**src/verilog/flash_cfg_pkg.sv**
```systemverilog
package flash_cfg_pkg;
   // register byte addresses on the bus
   localparam logic [7:0] ADDR_PIN_DRIVE = 8'h00;
   localparam logic [7:0] ADDR_POWER_PROG = 8'h04;
   localparam logic [7:0] ADDR_COMMAND = 8'h08;
   localparam logic [7:0] ADDR_STATUS = 8'h0C;
   localparam logic [7:0] ADDR_LOCKS = 8'h10;
   // pin_drive_protect_config fields
   localparam int PIN_FUNC_BIT = 7;
   localparam int DRIVE_HI = 6;
   localparam int DRIVE_LO = 5;
   localparam int SCHEME_BIT = 2;
   localparam logic [7:0] PIN_DRIVE_WMASK = 8'hE4;
   localparam logic [7:0] PIN_DRIVE_RESET = 8'h20;
   // power_program_mode_config fields
   localparam int PDM_BIT = 7;
   localparam int SPM_BIT = 6;
   // drive level codes
   localparam logic [1:0] DRIVE_RSVD = 2'h0;
   localparam logic [1:0] DRIVE_FULL = 2'h1;
   localparam logic [1:0] DRIVE_TWO_THIRDS = 2'h2;
   localparam logic [1:0] DRIVE_ONE_THIRD = 2'h3;
   // command codes
   localparam logic [7:0] CMD_BLOCK_LOCK = 8'h36;
   localparam logic [7:0] CMD_BLOCK_UNLOCK = 8'h39;
   localparam logic [7:0] CMD_POWER_DOWN = 8'hB9;
   localparam logic [7:0] CMD_ULTRA_DEEP = 8'h79;
   localparam logic [7:0] CMD_WAKE = 8'hAB;
   // command register fields
   localparam int CMD_BLOCK_LSB = 8;
   localparam int CMD_CS_BIT = 16;
   localparam int CMD_SEQ_START_BIT = 17;
   localparam int CMD_SEQ_STOP_BIT = 18;
   localparam logic [1:0] RESP_OKAY = 2'h0;
   localparam logic [1:0] RESP_SLVERR = 2'h2;
   typedef enum logic [1:0] {PWR_ACTIVE, PWR_DEEP, PWR_ULTRA} power_state_e;
endpackage : flash_cfg_pkg

```
**src/verilog/block_lock_bank.sv**
```systemverilog
`timescale 1ns/1ps
module block_lock_bank
   import flash_cfg_pkg::*;
#(
   parameter int BLOCKS = 16,
   parameter int IDX_W = 4
) (
   input wire logic clk_sys,
   input wire logic reset,
   input wire logic lock_pulse,
   input wire logic unlock_pulse,
   input wire logic [IDX_W-1:0] block_index,
   output logic [BLOCKS-1:0] locks
);
   genvar g;
   generate
      for (g = 0; g < BLOCKS; g++) begin : g_lock
         always_ff @(posedge clk_sys) begin
            if (reset) begin
               locks[g] <= 1'b1;
            end else if (block_index == IDX_W'(g)) begin
               if (lock_pulse) begin
                  locks[g] <= 1'b1;
               end else if (unlock_pulse) begin
                  locks[g] <= 1'b0;
               end
            end
         end
      end
   endgenerate
endmodule : block_lock_bank

```
**src/verilog/flash_config_status_regs.sv**
```systemverilog
`timescale 1ns/1ps
module flash_config_status_regs
   import flash_cfg_pkg::*;
#(
   parameter int BLOCKS = 16,
   parameter int IDX_W = 4,
   parameter int ADDR_W = 24
) (
   input wire logic clk_sys,
   input wire logic reset,
   input wire logic [7:0] s_axi_awaddr,
   input wire logic s_axi_awvalid,
   output logic s_axi_awready,
   input wire logic [31:0] s_axi_wdata,
   input wire logic [3:0] s_axi_wstrb,
   input wire logic s_axi_wvalid,
   output logic s_axi_wready,
   output logic [1:0] s_axi_bresp,
   output logic s_axi_bvalid,
   input wire logic s_axi_bready,
   input wire logic [7:0] s_axi_araddr,
   input wire logic s_axi_arvalid,
   output logic s_axi_arready,
   output logic [31:0] s_axi_rdata,
   output logic [1:0] s_axi_rresp,
   output logic s_axi_rvalid,
   input wire logic s_axi_rready,
   input wire logic quad_enable,
   input wire logic hold_reset_pin_n,
   input wire logic [5:0] region_protect,
   input wire logic [IDX_W-1:0] target_block,
   input wire logic seq_addr_step,
   output logic hold_active_reg,
   output logic pin_reset_reg,
   output logic [1:0] drive_level_reg,
   output logic [1:0] drive_strength_reg,
   output logic region_enable_reg,
   output logic target_locked_reg,
   output logic [1:0] power_state_reg,
   output logic sram_keep_reg,
   output logic [ADDR_W-1:0] seq_addr_reg
);
   logic [7:0] cfg_pin_reg;
   logic power_down_depth_select;
   logic sequential_program_flag;
   power_state_e pstate_reg;
   logic [BLOCKS-1:0] locks;
   logic aw_full_reg, w_full_reg;
   logic [7:0] aw_addr_reg;
   logic [31:0] w_data_reg;
   logic [3:0] w_strb_reg;
   logic wr_go;
   logic lock_pulse, unlock_pulse;
   logic [7:0] cmd_code;
   logic [2:0] pin_sync_reg;
   logic pin_level_reg;
   logic cs_seen_reg;
   logic [31:0] rd_value;
   logic rd_hit;

   function automatic logic reg_hit(input logic [7:0] a);
      reg_hit = (a == ADDR_PIN_DRIVE) || (a == ADDR_POWER_PROG) || (a == ADDR_COMMAND)
         || (a == ADDR_STATUS) || (a == ADDR_LOCKS);
   endfunction : reg_hit

   // write channel capture, address and data in either order
   assign wr_go = aw_full_reg && w_full_reg && !s_axi_bvalid;
   always_ff @(posedge clk_sys) begin
      if (reset) begin
         aw_full_reg <= 1'b0;
         aw_addr_reg <= 8'h00;
         s_axi_awready <= 1'b1;
      end else if (s_axi_awvalid && s_axi_awready) begin
         aw_full_reg <= 1'b1;
         aw_addr_reg <= s_axi_awaddr;
         s_axi_awready <= 1'b0;
      end else if (wr_go) begin
         aw_full_reg <= 1'b0;
      end else if (!aw_full_reg && !s_axi_bvalid) begin
         s_axi_awready <= 1'b1;
      end
   end

   always_ff @(posedge clk_sys) begin
      if (reset) begin
         w_full_reg <= 1'b0;
         w_data_reg <= 32'h00000000;
         w_strb_reg <= 4'h0;
         s_axi_wready <= 1'b1;
      end else if (s_axi_wvalid && s_axi_wready) begin
         w_full_reg <= 1'b1;
         w_data_reg <= s_axi_wdata;
         w_strb_reg <= s_axi_wstrb;
         s_axi_wready <= 1'b0;
      end else if (wr_go) begin
         w_full_reg <= 1'b0;
      end else if (!w_full_reg && !s_axi_bvalid) begin
         s_axi_wready <= 1'b1;
      end
   end

   always_ff @(posedge clk_sys) begin
      if (reset) begin
         s_axi_bvalid <= 1'b0;
         s_axi_bresp <= RESP_OKAY;
      end else if (wr_go) begin
         s_axi_bvalid <= 1'b1;
         s_axi_bresp <= reg_hit(aw_addr_reg) ? RESP_OKAY : RESP_SLVERR;
      end else if (s_axi_bready) begin
         s_axi_bvalid <= 1'b0;
      end
   end

   // pin config register, reserved bits masked off
   always_ff @(posedge clk_sys) begin
      if (reset) begin
         cfg_pin_reg <= PIN_DRIVE_RESET;
      end else if (wr_go && aw_addr_reg == ADDR_PIN_DRIVE && w_strb_reg[0]) begin
         cfg_pin_reg <= w_data_reg[7:0] & PIN_DRIVE_WMASK;
      end
   end

   always_ff @(posedge clk_sys) begin
      if (reset) begin
         power_down_depth_select <= 1'b0;
      end else if (wr_go && aw_addr_reg == ADDR_POWER_PROG && w_strb_reg[0]) begin
         power_down_depth_select <= w_data_reg[PDM_BIT];
      end
   end

   // command register: a write with byte 0 strobed issues one command in the same cycle
   assign cmd_code = w_data_reg[7:0];
   logic cmd_go;
   assign cmd_go = wr_go && aw_addr_reg == ADDR_COMMAND && w_strb_reg[0];
   // lock and unlock commands honoured only with lock scheme, awake
   assign lock_pulse = cmd_go && cfg_pin_reg[SCHEME_BIT] && pstate_reg == PWR_ACTIVE
      && cmd_code == CMD_BLOCK_LOCK;
   assign unlock_pulse = cmd_go && cfg_pin_reg[SCHEME_BIT] && pstate_reg == PWR_ACTIVE
      && cmd_code == CMD_BLOCK_UNLOCK;

   block_lock_bank #(.BLOCKS(BLOCKS), .IDX_W(IDX_W)) u_locks (
      .clk_sys(clk_sys),
      .reset(reset),
      .lock_pulse(lock_pulse),
      .unlock_pulse(unlock_pulse),
      .block_index(w_data_reg[CMD_BLOCK_LSB +: IDX_W]),
      .locks(locks)
   );

   always_ff @(posedge clk_sys) begin
      if (reset) begin
         pstate_reg <= PWR_ACTIVE;
      end else if (cmd_go) begin
         case (pstate_reg)
            PWR_ACTIVE: begin
               if (cmd_code == CMD_ULTRA_DEEP
                  || (cmd_code == CMD_POWER_DOWN && !power_down_depth_select)) begin
                  pstate_reg <= PWR_ULTRA;
               end else if (cmd_code == CMD_POWER_DOWN) begin
                  pstate_reg <= PWR_DEEP;
               end
            end
            PWR_DEEP, PWR_ULTRA: begin
               if (cmd_code == CMD_WAKE) begin
                  pstate_reg <= PWR_ACTIVE;
               end
            end
            default: pstate_reg <= PWR_ACTIVE;
         endcase
      end
   end

   // chip-select-only toggle is recorded but never wakes
   always_ff @(posedge clk_sys) begin
      if (reset) begin
         cs_seen_reg <= 1'b0;
      end else if (wr_go && aw_addr_reg == ADDR_COMMAND && w_strb_reg[2]) begin
         cs_seen_reg <= w_data_reg[CMD_CS_BIT];
      end
   end

   always_ff @(posedge clk_sys) begin
      if (reset) begin
         sequential_program_flag <= 1'b0;
      end else if (cmd_go && pstate_reg == PWR_ACTIVE) begin
         if (w_data_reg[CMD_SEQ_STOP_BIT]) begin
            sequential_program_flag <= 1'b0;
         end else if (w_data_reg[CMD_SEQ_START_BIT]) begin
            sequential_program_flag <= 1'b1;
         end
      end
   end

   always_ff @(posedge clk_sys) begin
      if (reset) begin
         seq_addr_reg <= '0;
      end else if (sequential_program_flag && seq_addr_step) begin
         seq_addr_reg <= seq_addr_reg + ADDR_W'(1);
      end else if (!sequential_program_flag) begin
         seq_addr_reg <= '0;
      end
   end

   // pin is asynchronous: three stages, change taken when the last two agree
   always_ff @(posedge clk_sys) begin
      if (reset) begin
         pin_sync_reg <= 3'h7;
         pin_level_reg <= 1'b1;
      end else begin
         pin_sync_reg <= {pin_sync_reg[1:0], hold_reset_pin_n};
         if (pin_sync_reg[2] == pin_sync_reg[1]) begin
            pin_level_reg <= pin_sync_reg[1];
         end
      end
   end

   always_ff @(posedge clk_sys) begin
      if (reset) begin
         hold_active_reg <= 1'b0;
         pin_reset_reg <= 1'b0;
      end else begin
         hold_active_reg <= !quad_enable && !cfg_pin_reg[PIN_FUNC_BIT] && !pin_level_reg;
         pin_reset_reg <= !quad_enable && cfg_pin_reg[PIN_FUNC_BIT] && !pin_level_reg;
      end
   end

   always_ff @(posedge clk_sys) begin
      if (reset) begin
         drive_level_reg <= DRIVE_FULL;
         drive_strength_reg <= DRIVE_FULL;
      end else begin
         drive_level_reg <= cfg_pin_reg[DRIVE_HI:DRIVE_LO];
         // reserved code falls back to full strength
         case (cfg_pin_reg[DRIVE_HI:DRIVE_LO])
            DRIVE_FULL: drive_strength_reg <= DRIVE_FULL;
            DRIVE_TWO_THIRDS: drive_strength_reg <= DRIVE_TWO_THIRDS;
            DRIVE_ONE_THIRD: drive_strength_reg <= DRIVE_ONE_THIRD;
            default: drive_strength_reg <= DRIVE_FULL;
         endcase
      end
   end

   always_ff @(posedge clk_sys) begin
      if (reset) begin
         region_enable_reg <= 1'b0;
         target_locked_reg <= 1'b1;
      end else begin
         region_enable_reg <= !cfg_pin_reg[SCHEME_BIT] && (region_protect[2:0] != 3'h0);
         target_locked_reg <= cfg_pin_reg[SCHEME_BIT] && locks[target_block];
      end
   end

   always_ff @(posedge clk_sys) begin
      if (reset) begin
         power_state_reg <= 2'h0;
         sram_keep_reg <= 1'b1;
      end else begin
         power_state_reg <= pstate_reg;
         sram_keep_reg <= pstate_reg != PWR_ULTRA;
      end
   end

   // read channel, one cycle to answer
   always_comb begin
      rd_hit = reg_hit(s_axi_araddr);
      case (s_axi_araddr)
         ADDR_PIN_DRIVE: rd_value = {24'h000000, cfg_pin_reg};
         ADDR_POWER_PROG: rd_value = {24'h000000, power_down_depth_select,
            sequential_program_flag, 6'h00};
         ADDR_STATUS: rd_value = {28'h0000000, cs_seen_reg, 1'b0, pstate_reg};
         ADDR_LOCKS: rd_value = 32'(locks);
         default: rd_value = 32'h00000000;
      endcase
   end

   always_ff @(posedge clk_sys) begin
      if (reset) begin
         s_axi_rvalid <= 1'b0;
         s_axi_rdata <= 32'h00000000;
         s_axi_rresp <= RESP_OKAY;
         s_axi_arready <= 1'b1;
      end else if (s_axi_arvalid && s_axi_arready) begin
         s_axi_rvalid <= 1'b1;
         s_axi_rdata <= rd_value;
         s_axi_rresp <= rd_hit ? RESP_OKAY : RESP_SLVERR;
         s_axi_arready <= 1'b0;
      end else if (s_axi_rvalid && s_axi_rready) begin
         s_axi_rvalid <= 1'b0;
         s_axi_arready <= 1'b1;
      end
   end

   AST_RSVD_ZERO: assert property (@(posedge clk_sys) disable iff (reset)
      (cfg_pin_reg & ~PIN_DRIVE_WMASK) == 8'h00) else $error("reserved bits set");
   AST_PIN_FUNC: assert property (@(posedge clk_sys) disable iff (reset)
      pin_reset_reg |-> $past(cfg_pin_reg[PIN_FUNC_BIT])) else $error("reset func wrong");
   AST_QUAD_OFF: assert property (@(posedge clk_sys) disable iff (reset)
      $past(quad_enable) |-> !hold_active_reg && !pin_reset_reg) else $error("quad ignored");
   AST_DRIVE: assert property (@(posedge clk_sys) disable iff (reset)
      $past(cfg_pin_reg[DRIVE_HI:DRIVE_LO]) == DRIVE_ONE_THIRD
      |-> drive_strength_reg == DRIVE_ONE_THIRD) else $error("drive decode");
   AST_REGION: assert property (@(posedge clk_sys) disable iff (reset)
      region_enable_reg |-> !$past(cfg_pin_reg[SCHEME_BIT])) else $error("region on");
   AST_BLOCK: assert property (@(posedge clk_sys) disable iff (reset)
      target_locked_reg |-> $past(locks[target_block])) else $error("lock scheme");
   AST_LOCK_RESET: assert property (@(posedge clk_sys)
      $fell(reset) |-> &locks) else $error("locks not set");
   AST_LOCK_CMD: assert property (@(posedge clk_sys) disable iff (reset)
      unlock_pulse |=> !locks[$past(w_data_reg[CMD_BLOCK_LSB +: IDX_W])])
      else $error("unlock failed");
   AST_ULTRA: assert property (@(posedge clk_sys) disable iff (reset)
      cmd_go && pstate_reg == PWR_ACTIVE && cmd_code == CMD_POWER_DOWN
      && !power_down_depth_select |=> pstate_reg == PWR_ULTRA ##1 !sram_keep_reg)
      else $error("ultra entry");
   AST_DEEP: assert property (@(posedge clk_sys) disable iff (reset)
      cmd_go && pstate_reg == PWR_ACTIVE && cmd_code == CMD_POWER_DOWN
      && power_down_depth_select |=> pstate_reg == PWR_DEEP) else $error("deep entry");
   AST_WAKE: assert property (@(posedge clk_sys) disable iff (reset)
      pstate_reg != PWR_ACTIVE && !(cmd_go && cmd_code == CMD_WAKE)
      |=> pstate_reg != PWR_ACTIVE) else $error("woke without wake");
   AST_SPM_READ: assert property (@(posedge clk_sys) disable iff (reset)
      s_axi_arvalid && s_axi_arready && s_axi_araddr == ADDR_POWER_PROG
      |=> s_axi_rdata[SPM_BIT] == $past(sequential_program_flag)) else $error("spm read");
endmodule : flash_config_status_regs

```
**config.mk**
```make
export PLATFORM = sky130hd
export DESIGN_NAME = flash_config_status_regs
export DESIGN_NICKNAME = d
export VERILOG_FILES = /design/src/verilog/flash_cfg_pkg.sv /design/src/verilog/block_lock_bank.sv /design/src/verilog/flash_config_status_regs.sv
export SDC_FILE = /design/constraint.sdc
export NUM_CORES = 1
export LEC_CHECK = 0
export ABC_AREA = 1
export BUFFER_PORTS_ARGS = -buffer_cell sky130_fd_sc_hd__buf_2
export CORE_MARGIN = 1
export CORE_UTILIZATION = 58
export CTS_BUF_LIST = sky130_fd_sc_hd__clkbuf_2
export CTS_CLUSTER_DIAMETER = 150
export CTS_CLUSTER_SIZE = 8
export DETAILED_ROUTE_END_ITERATION = 7
export GPL_ROUTABILITY_DRIVEN = 1
export PLACE_DENSITY = 0.88
export SLEW_MARGIN = 20
export SYNTH_ARGS = -nofsm -noshare
export SYNTH_HDL_FRONTEND = slang
export SYNTH_SLANG_ARGS = --single-unit
```
**constraint.sdc**
```tcl
create_clock -name clk_sys -period 3.7 [get_ports clk_sys]
set_input_delay 0.185 -clock clk_sys [delete_from_list [all_inputs] [get_ports clk_sys]]
set_output_delay 0.185 -clock clk_sys [all_outputs]
set_load 0.02 [all_outputs]
```
* Yosys cells after proc, flatten, opt, wreduce, memory -nomap -nowiden *
Index checks and enable logic that the tools add are counted.

storage, ports and cells
  RAM bits = 0
  memories = 0
  output and inout bits = 76
  ROM bits = 0
  bits in latches = 0
  register bits after elaboration = 137

operators by class
  equal/unequal tests = 39
  divide/modulo/power cells = 0
  multipliers = 0
  bitwise logic cells = 0
  order comparisons = 1
  multiplexer cells = 31
  shift-type cells = 0
  reduce and logical (&&, ||, !) cells = 79
  add/sub/neg operators = 1

operators by type and width
  operator                 count
  $pmux W16 S4             1
  $mux W24                 2
  $reduce_and A2 Y1        19
  $eq A4 B4 Y1 const B     8
  $eq A8 B4 Y1 const B     4
  $logic_and A1 B1 Y1      28
  $add A24 B1 Y24 const B  1
  $mux W1                  20
  $eq A4 B3 Y1 const B     4
  $eq A8 B3 Y1 const B     2
  $eq A8 B5 Y1 const B     2
  $eq A8 B6 Y1 const B     2
  $eq A8 B8 Y1 const B     2
  $logic_not A8 Y1         2
  $reduce_bool A2 Y1       8
  $mux W2                  5
  $logic_or A1 B1 Y1       9
  $eq A4 B2 Y1 const B     2
  $eq A8 B7 Y1 const B     1
  $logic_not A1 Y1         8
  $pmux W2 S2              2
  $eq A2 B2 Y1 const B     3
  $ne A2 B1 Y1 const B     3
  $lt A4 B5 Y1 const B     1
  other kinds (11)         12

* Longest topological paths before layout *
  word-level depth = 9
  gate-level depth with buffers = 11
  mapped depth without buffers = 11

* By module *
A second synthesis with hierarchy kept.

second synthesis, totals
  cell total of the unflattened synthesis = 755
  area total of the unflattened synthesis = 5,277.6 sq um

by module, submodules not included
  module                    times used  seq. area each (sq um)  cells each  area each (sq um)
  flash_config_status_regs  1           1,961.9                 648         4,505.6
  block_lock_bank           1           320.3                   107         772.0

* Least setup slack after synthesis *
Ideal clock, no wire load.

  kind = reg-to-reg
  start = register seq_addr_reg[0]
  end = register seq_addr_reg[20]
  clock period less this slack = 1.573 ns
  path slack = 2.127 ns
  stages on the path, launching flop included = 11
  library setup time = 0.113 ns
  data arrival time = 1.461 ns
  cell sequence = dfxtp_1 ha_1 nand2_1 inv_1 nand2_1 nor2_2 nand2_1 nor3_2 nand2_1 nor2_1 nor2_1

between the ends
  cells in the longest elaborated chain, start to end = 2

RTL lines
  what                      line                             source
  start: declaration        flash_config_status_regs.sv:41   output logic [ADDR_W-1:0] seq_addr_reg
  start signal: assignment  flash_config_status_regs.sv:198  seq_addr_reg <= seq_addr_reg + ADDR_W'(1);
  $add A24 B1 Y24           flash_config_status_regs.sv:198
  $mux W24                  flash_config_status_regs.sv:197  end else if (sequential_program_flag && seq_addr_step) begin

No other way between the ends.
A chain may end at the register's enable or synchronous reset.

* Worst setup path in the final report *
  start = input port s_axi_araddr[1]
  end = register s_axi_rresp[1]

between the ends
  cells in the longest elaborated chain, start to end = 6
  elaborated cells between the ends (all ways) = 10
  classes of those cells = eq/ne (4); mux (1); reduce/logical (5)

RTL lines
  what                                                     line                             source
  start: declaration                                       flash_config_status_regs.sv:21   input wire logic [7:0] s_axi_araddr,
  $eq A8 B3 Y1 / $logic_not A8 Y1 (equally long branches)  flash_config_status_regs.sv:62   reg_hit = (a == ADDR_PIN_DRIVE) || (a == ADDR_POWER_PROG) || (a == ADDR_COMMAND)
  $logic_or A1 B1 Y1 (2 in a row)                          flash_config_status_regs.sv:62
  $logic_or A1 B1 Y1                                       flash_config_status_regs.sv:63   || (a == ADDR_STATUS) || (a == ADDR_LOCKS);
  $logic_or A1 B1 Y1 *                                     flash_config_status_regs.sv:63
  $mux W2 *                                                flash_config_status_regs.sv:285  s_axi_rresp <= rd_hit ? RESP_OKAY : RESP_SLVERR;
  end signal: assignment                                   flash_config_status_regs.sv:285
  end: declaration                                         flash_config_status_regs.sv:25   output logic [1:0] s_axi_rresp,

Mark *: on every way between the ends. The rest lies on a longest branch, timed or not.

==> key figures <==
Status
  – Status: complete, no violations

Floorplan
  – Initial core utilization: 0.5982
  – Io pins: 148
  – Rows: 34
  – DIE AREA: 9333 µm²
  – Die Y-Extent: 96.61 µm
  – Die width: 96.61 µm
  – Core footprint: 8678 µm²

Timing
  – RSZ-0062 raised after global routing: no
  – Max Freq: 410.8 MHz
  – Max-slew headroom: 0.4817
  – Setup Viol. Count Final: 0
  – Worst Tran Pin Value: 775.6 ps
  – Final TNS setup: 0 ps
  – Max-slew violations: 0
  – Crit share post-route: 0.6580
  – Setup Skew: 26.34 ps
  – Min Tclk post-route: 2434 ps
  – Hold Violations, Final: 0

CTS
  – CTS root buf: clkbuf_2
  – Clk sinks: 114
  – Post-cts repair resize count: 0
  – H-tree depth: 4
  – TritonCTS Buffers: 17
  – Clock Path Buffers: 2
  – Clk slew on worst S/H paths: 210 ps
  – Worst-skew pair later-pin latency: 680 ps
  – CTS tree: done

Yosys
  – Register area share after synthesis: 0.4396
  – Yosys reg bits: 114
  – Area leader, netlist: dfxtp_1
  – Mapped Avg Cell Area: 7.281 µm²
  – Ys Warns: 0
  – Most frequent cell after synthesis: nand2_1
  – Yosys top cell area share: 0.4396
  – Top post-synthesis cells by area: dfxtp_1, nand2_1, nor2_1
  – Synthesized cell area: 5191 µm²
  – Top_reg_cell synth: dfxtp_1
  – Post-synth EDFFs: 0
  – Distinct cells, synth: 44
  – Cell count after synthesis: 713
  – Synth cell count leaders: nand2_1, dfxtp_1, nor2_1
  – Asr flop ratio synth: 0

Placed design
  – DP Area: 5692 µm²
  – HPWL after DPL: 9.140 mm
  – RD Place Congestion: 0.9068
  – Port bufs: 107

Critical path
  – Crit path DAT: 3020 ps
  – Critical path peak fanout: 2
  – CP Capture Type: flip-flop
  – CP peak stage delay: 620 ps
  – Crit-path slowest cell: dlygate4sd3_1
  – Critical path launch point type: input port
  – CP bufs+invs: 5
  – Crit path kind: input port to flip-flop
  – CP top delay family: buffers and inverters
  – Critical Path RT: 4280 ps
  – Most frequent CP cell: dlygate4sd3_1
  – CP Cell Sequence: dlygate4sd3_1 -> buf_2 -> nor2_1 -> dlygate4sd3_1 -> nand2_1 -> dlygate4sd3_1 -> nand2_1 -> dlygate4sd3_1 -> a21oi_1

Finish
  – Layout fillers: 617
  – Final instance area: 6489 µm²
  – Area delta synth->final: 24.99%
  – # diodes: 0
  – Layout cells sized above 1: 0.1998
  – Fin nets: 943
  – Max reg flops: 24

Detailed routing
  – Routed len/inst: 14.48 µm
  – WL final: 14.32 mm
  – Post-route DRC: 0
  – Vias per inst: 5.554
  – 1st-pass router iterations: 6
  – Post-route ant nets: 0
  – Vias after detailed routing: 5,493
  – Initial drt markers: 378

Pwr
  – Leakage: 2.937 nW
  – Design Power: 0.002595 W
  – PD cells: 399.9 nW/µm²
  – Peak VDD IR: 0.2508 mV

Global routing
  – Total grt overflow: 0
  – Largest net degree at the start of global routing: 54
  – GRT Total Usage: 0.3151
  – Initial antenna violation count: 0
  – First-pass GRT wire length: 24.08 mm
  – Vias in the first global route: 5,430

Run
  – Max cap viols: 0

Min path
  – Hold WC Path Type: input port to flip-flop
[layer usage]
layer / share of wire / GRT usage / vias up
met1: 0.40 / 0.3618 / 2512
met4: 0.043 / 0.1504 / 0
met5: 0 / 0 / -
met2: 0.49 / 0.5493 / 299
met3: 0.069 / 0.07514 / 66
li1: - / - / 2616
[path summary, 6_finish.rpt]
path,slack (ps),end,start,cells after the start
max,1270,s_axi_rresp[1],s_axi_araddr[1],9
max reg2reg,1420,target_locked_reg,u_locks.locks[10],9
min reg2reg,450,pin_sync_reg[1],pin_sync_reg[0],1
min,50,aw_addr_reg[4],s_axi_awvalid,3
[cells by family after synthesis]
group	share of synthesized area
fa+ha+maj	0.007231
other cells	0.0007224
flops	0.4396
simple gates	0.2854
compound gates	0.1588
xor+xnor	0.001687
buf+inv	0.1065
[worst register-to-register path, delay by kind of cell (launching register included)]
| kind | cells | cell delay [ps] |
|---|---|---|
| AOI/OAI and AO/OA | 3 | 380 |
| and+or+nand+nor | 4 | 290 |
| buffers and inverters | 2 | 1120 |
| DFF | 1 | 380 |
[power by group]
part           switching (W)  internal, W  leakage, nW
Sequential         0.0000315      0.00127        0.930
Clock               0.000547     0.000469        0.178
Combinational       0.000176     0.000102         1.83
Total               0.000754      0.00184         2.94
[final cells by class]
| class | count | area [µm²] | share of cell area |
|---|---|---|---|
| repair buffers | 158 | 1041 | 0.1604 |
| inverters | 81 | 304.0 | 0.04686 |
| clock inverters | 15 | 221.5 | 0.03413 |
| well taps | 108 | 135.1 | 0.02083 |
| flip-flops and latches | 114 | 2282 | 0.3517 |
| multi-input cells | 496 | 2420 | 0.3729 |
| clock buffers | 17 | 85.08 | 0.01311 |
[cell usage in the layout (no fill, tap or decap), types with 2 or more instances in the layout]
cell	instances
nor3_1	14
nand3_1	58
nor2_4	4
buf_4	2
or2_2	3
nor2_2	4
nand2_2	2
clkinv_1	2
o21ai_0	57
o21a_1	2
ha_1	3
nor2_1	86
inv_1	74
o211ai_1	2
o21ai_1	9
o21bai_1	6
buf_2	107
clkbuf_2	17
dfxtp_1	114
nand4_1	12
a21oi_1	55
o22ai_1	3
o221ai_1	2
dlygate4sd3_1	49
o21ai_2	9
clkinv_4	4
inv_6	5
nand2_1	130
nor4_1	4
inv_2	5
conb_1	18
inv_8	2
bufinv_16	4
[through the flow]
step	instances	hold WS (ps)	worst slack, ps	utilization
3_5_place_dp	908	374.8	1853	0.6559
2_1_floorplan	730	268.9	2127	-
4_1_cts	989	2.420	1481	0.7477
6_report	989	50.48	1266	0.7477
5_1_grt	989	77.92	1255	0.7477
3_3_place_gp	908	372.8	1892	0.6559
[timing repair]
item / 4_1_cts / 5_1_grt
hold buffers: 49 / 0
endpoints found under the setup margin: 0 / 0
buffers inserted: 0 / 0
hold endpoints to repair: 59 / 0
No activity file was read; power rests on OpenSTA's default activity.
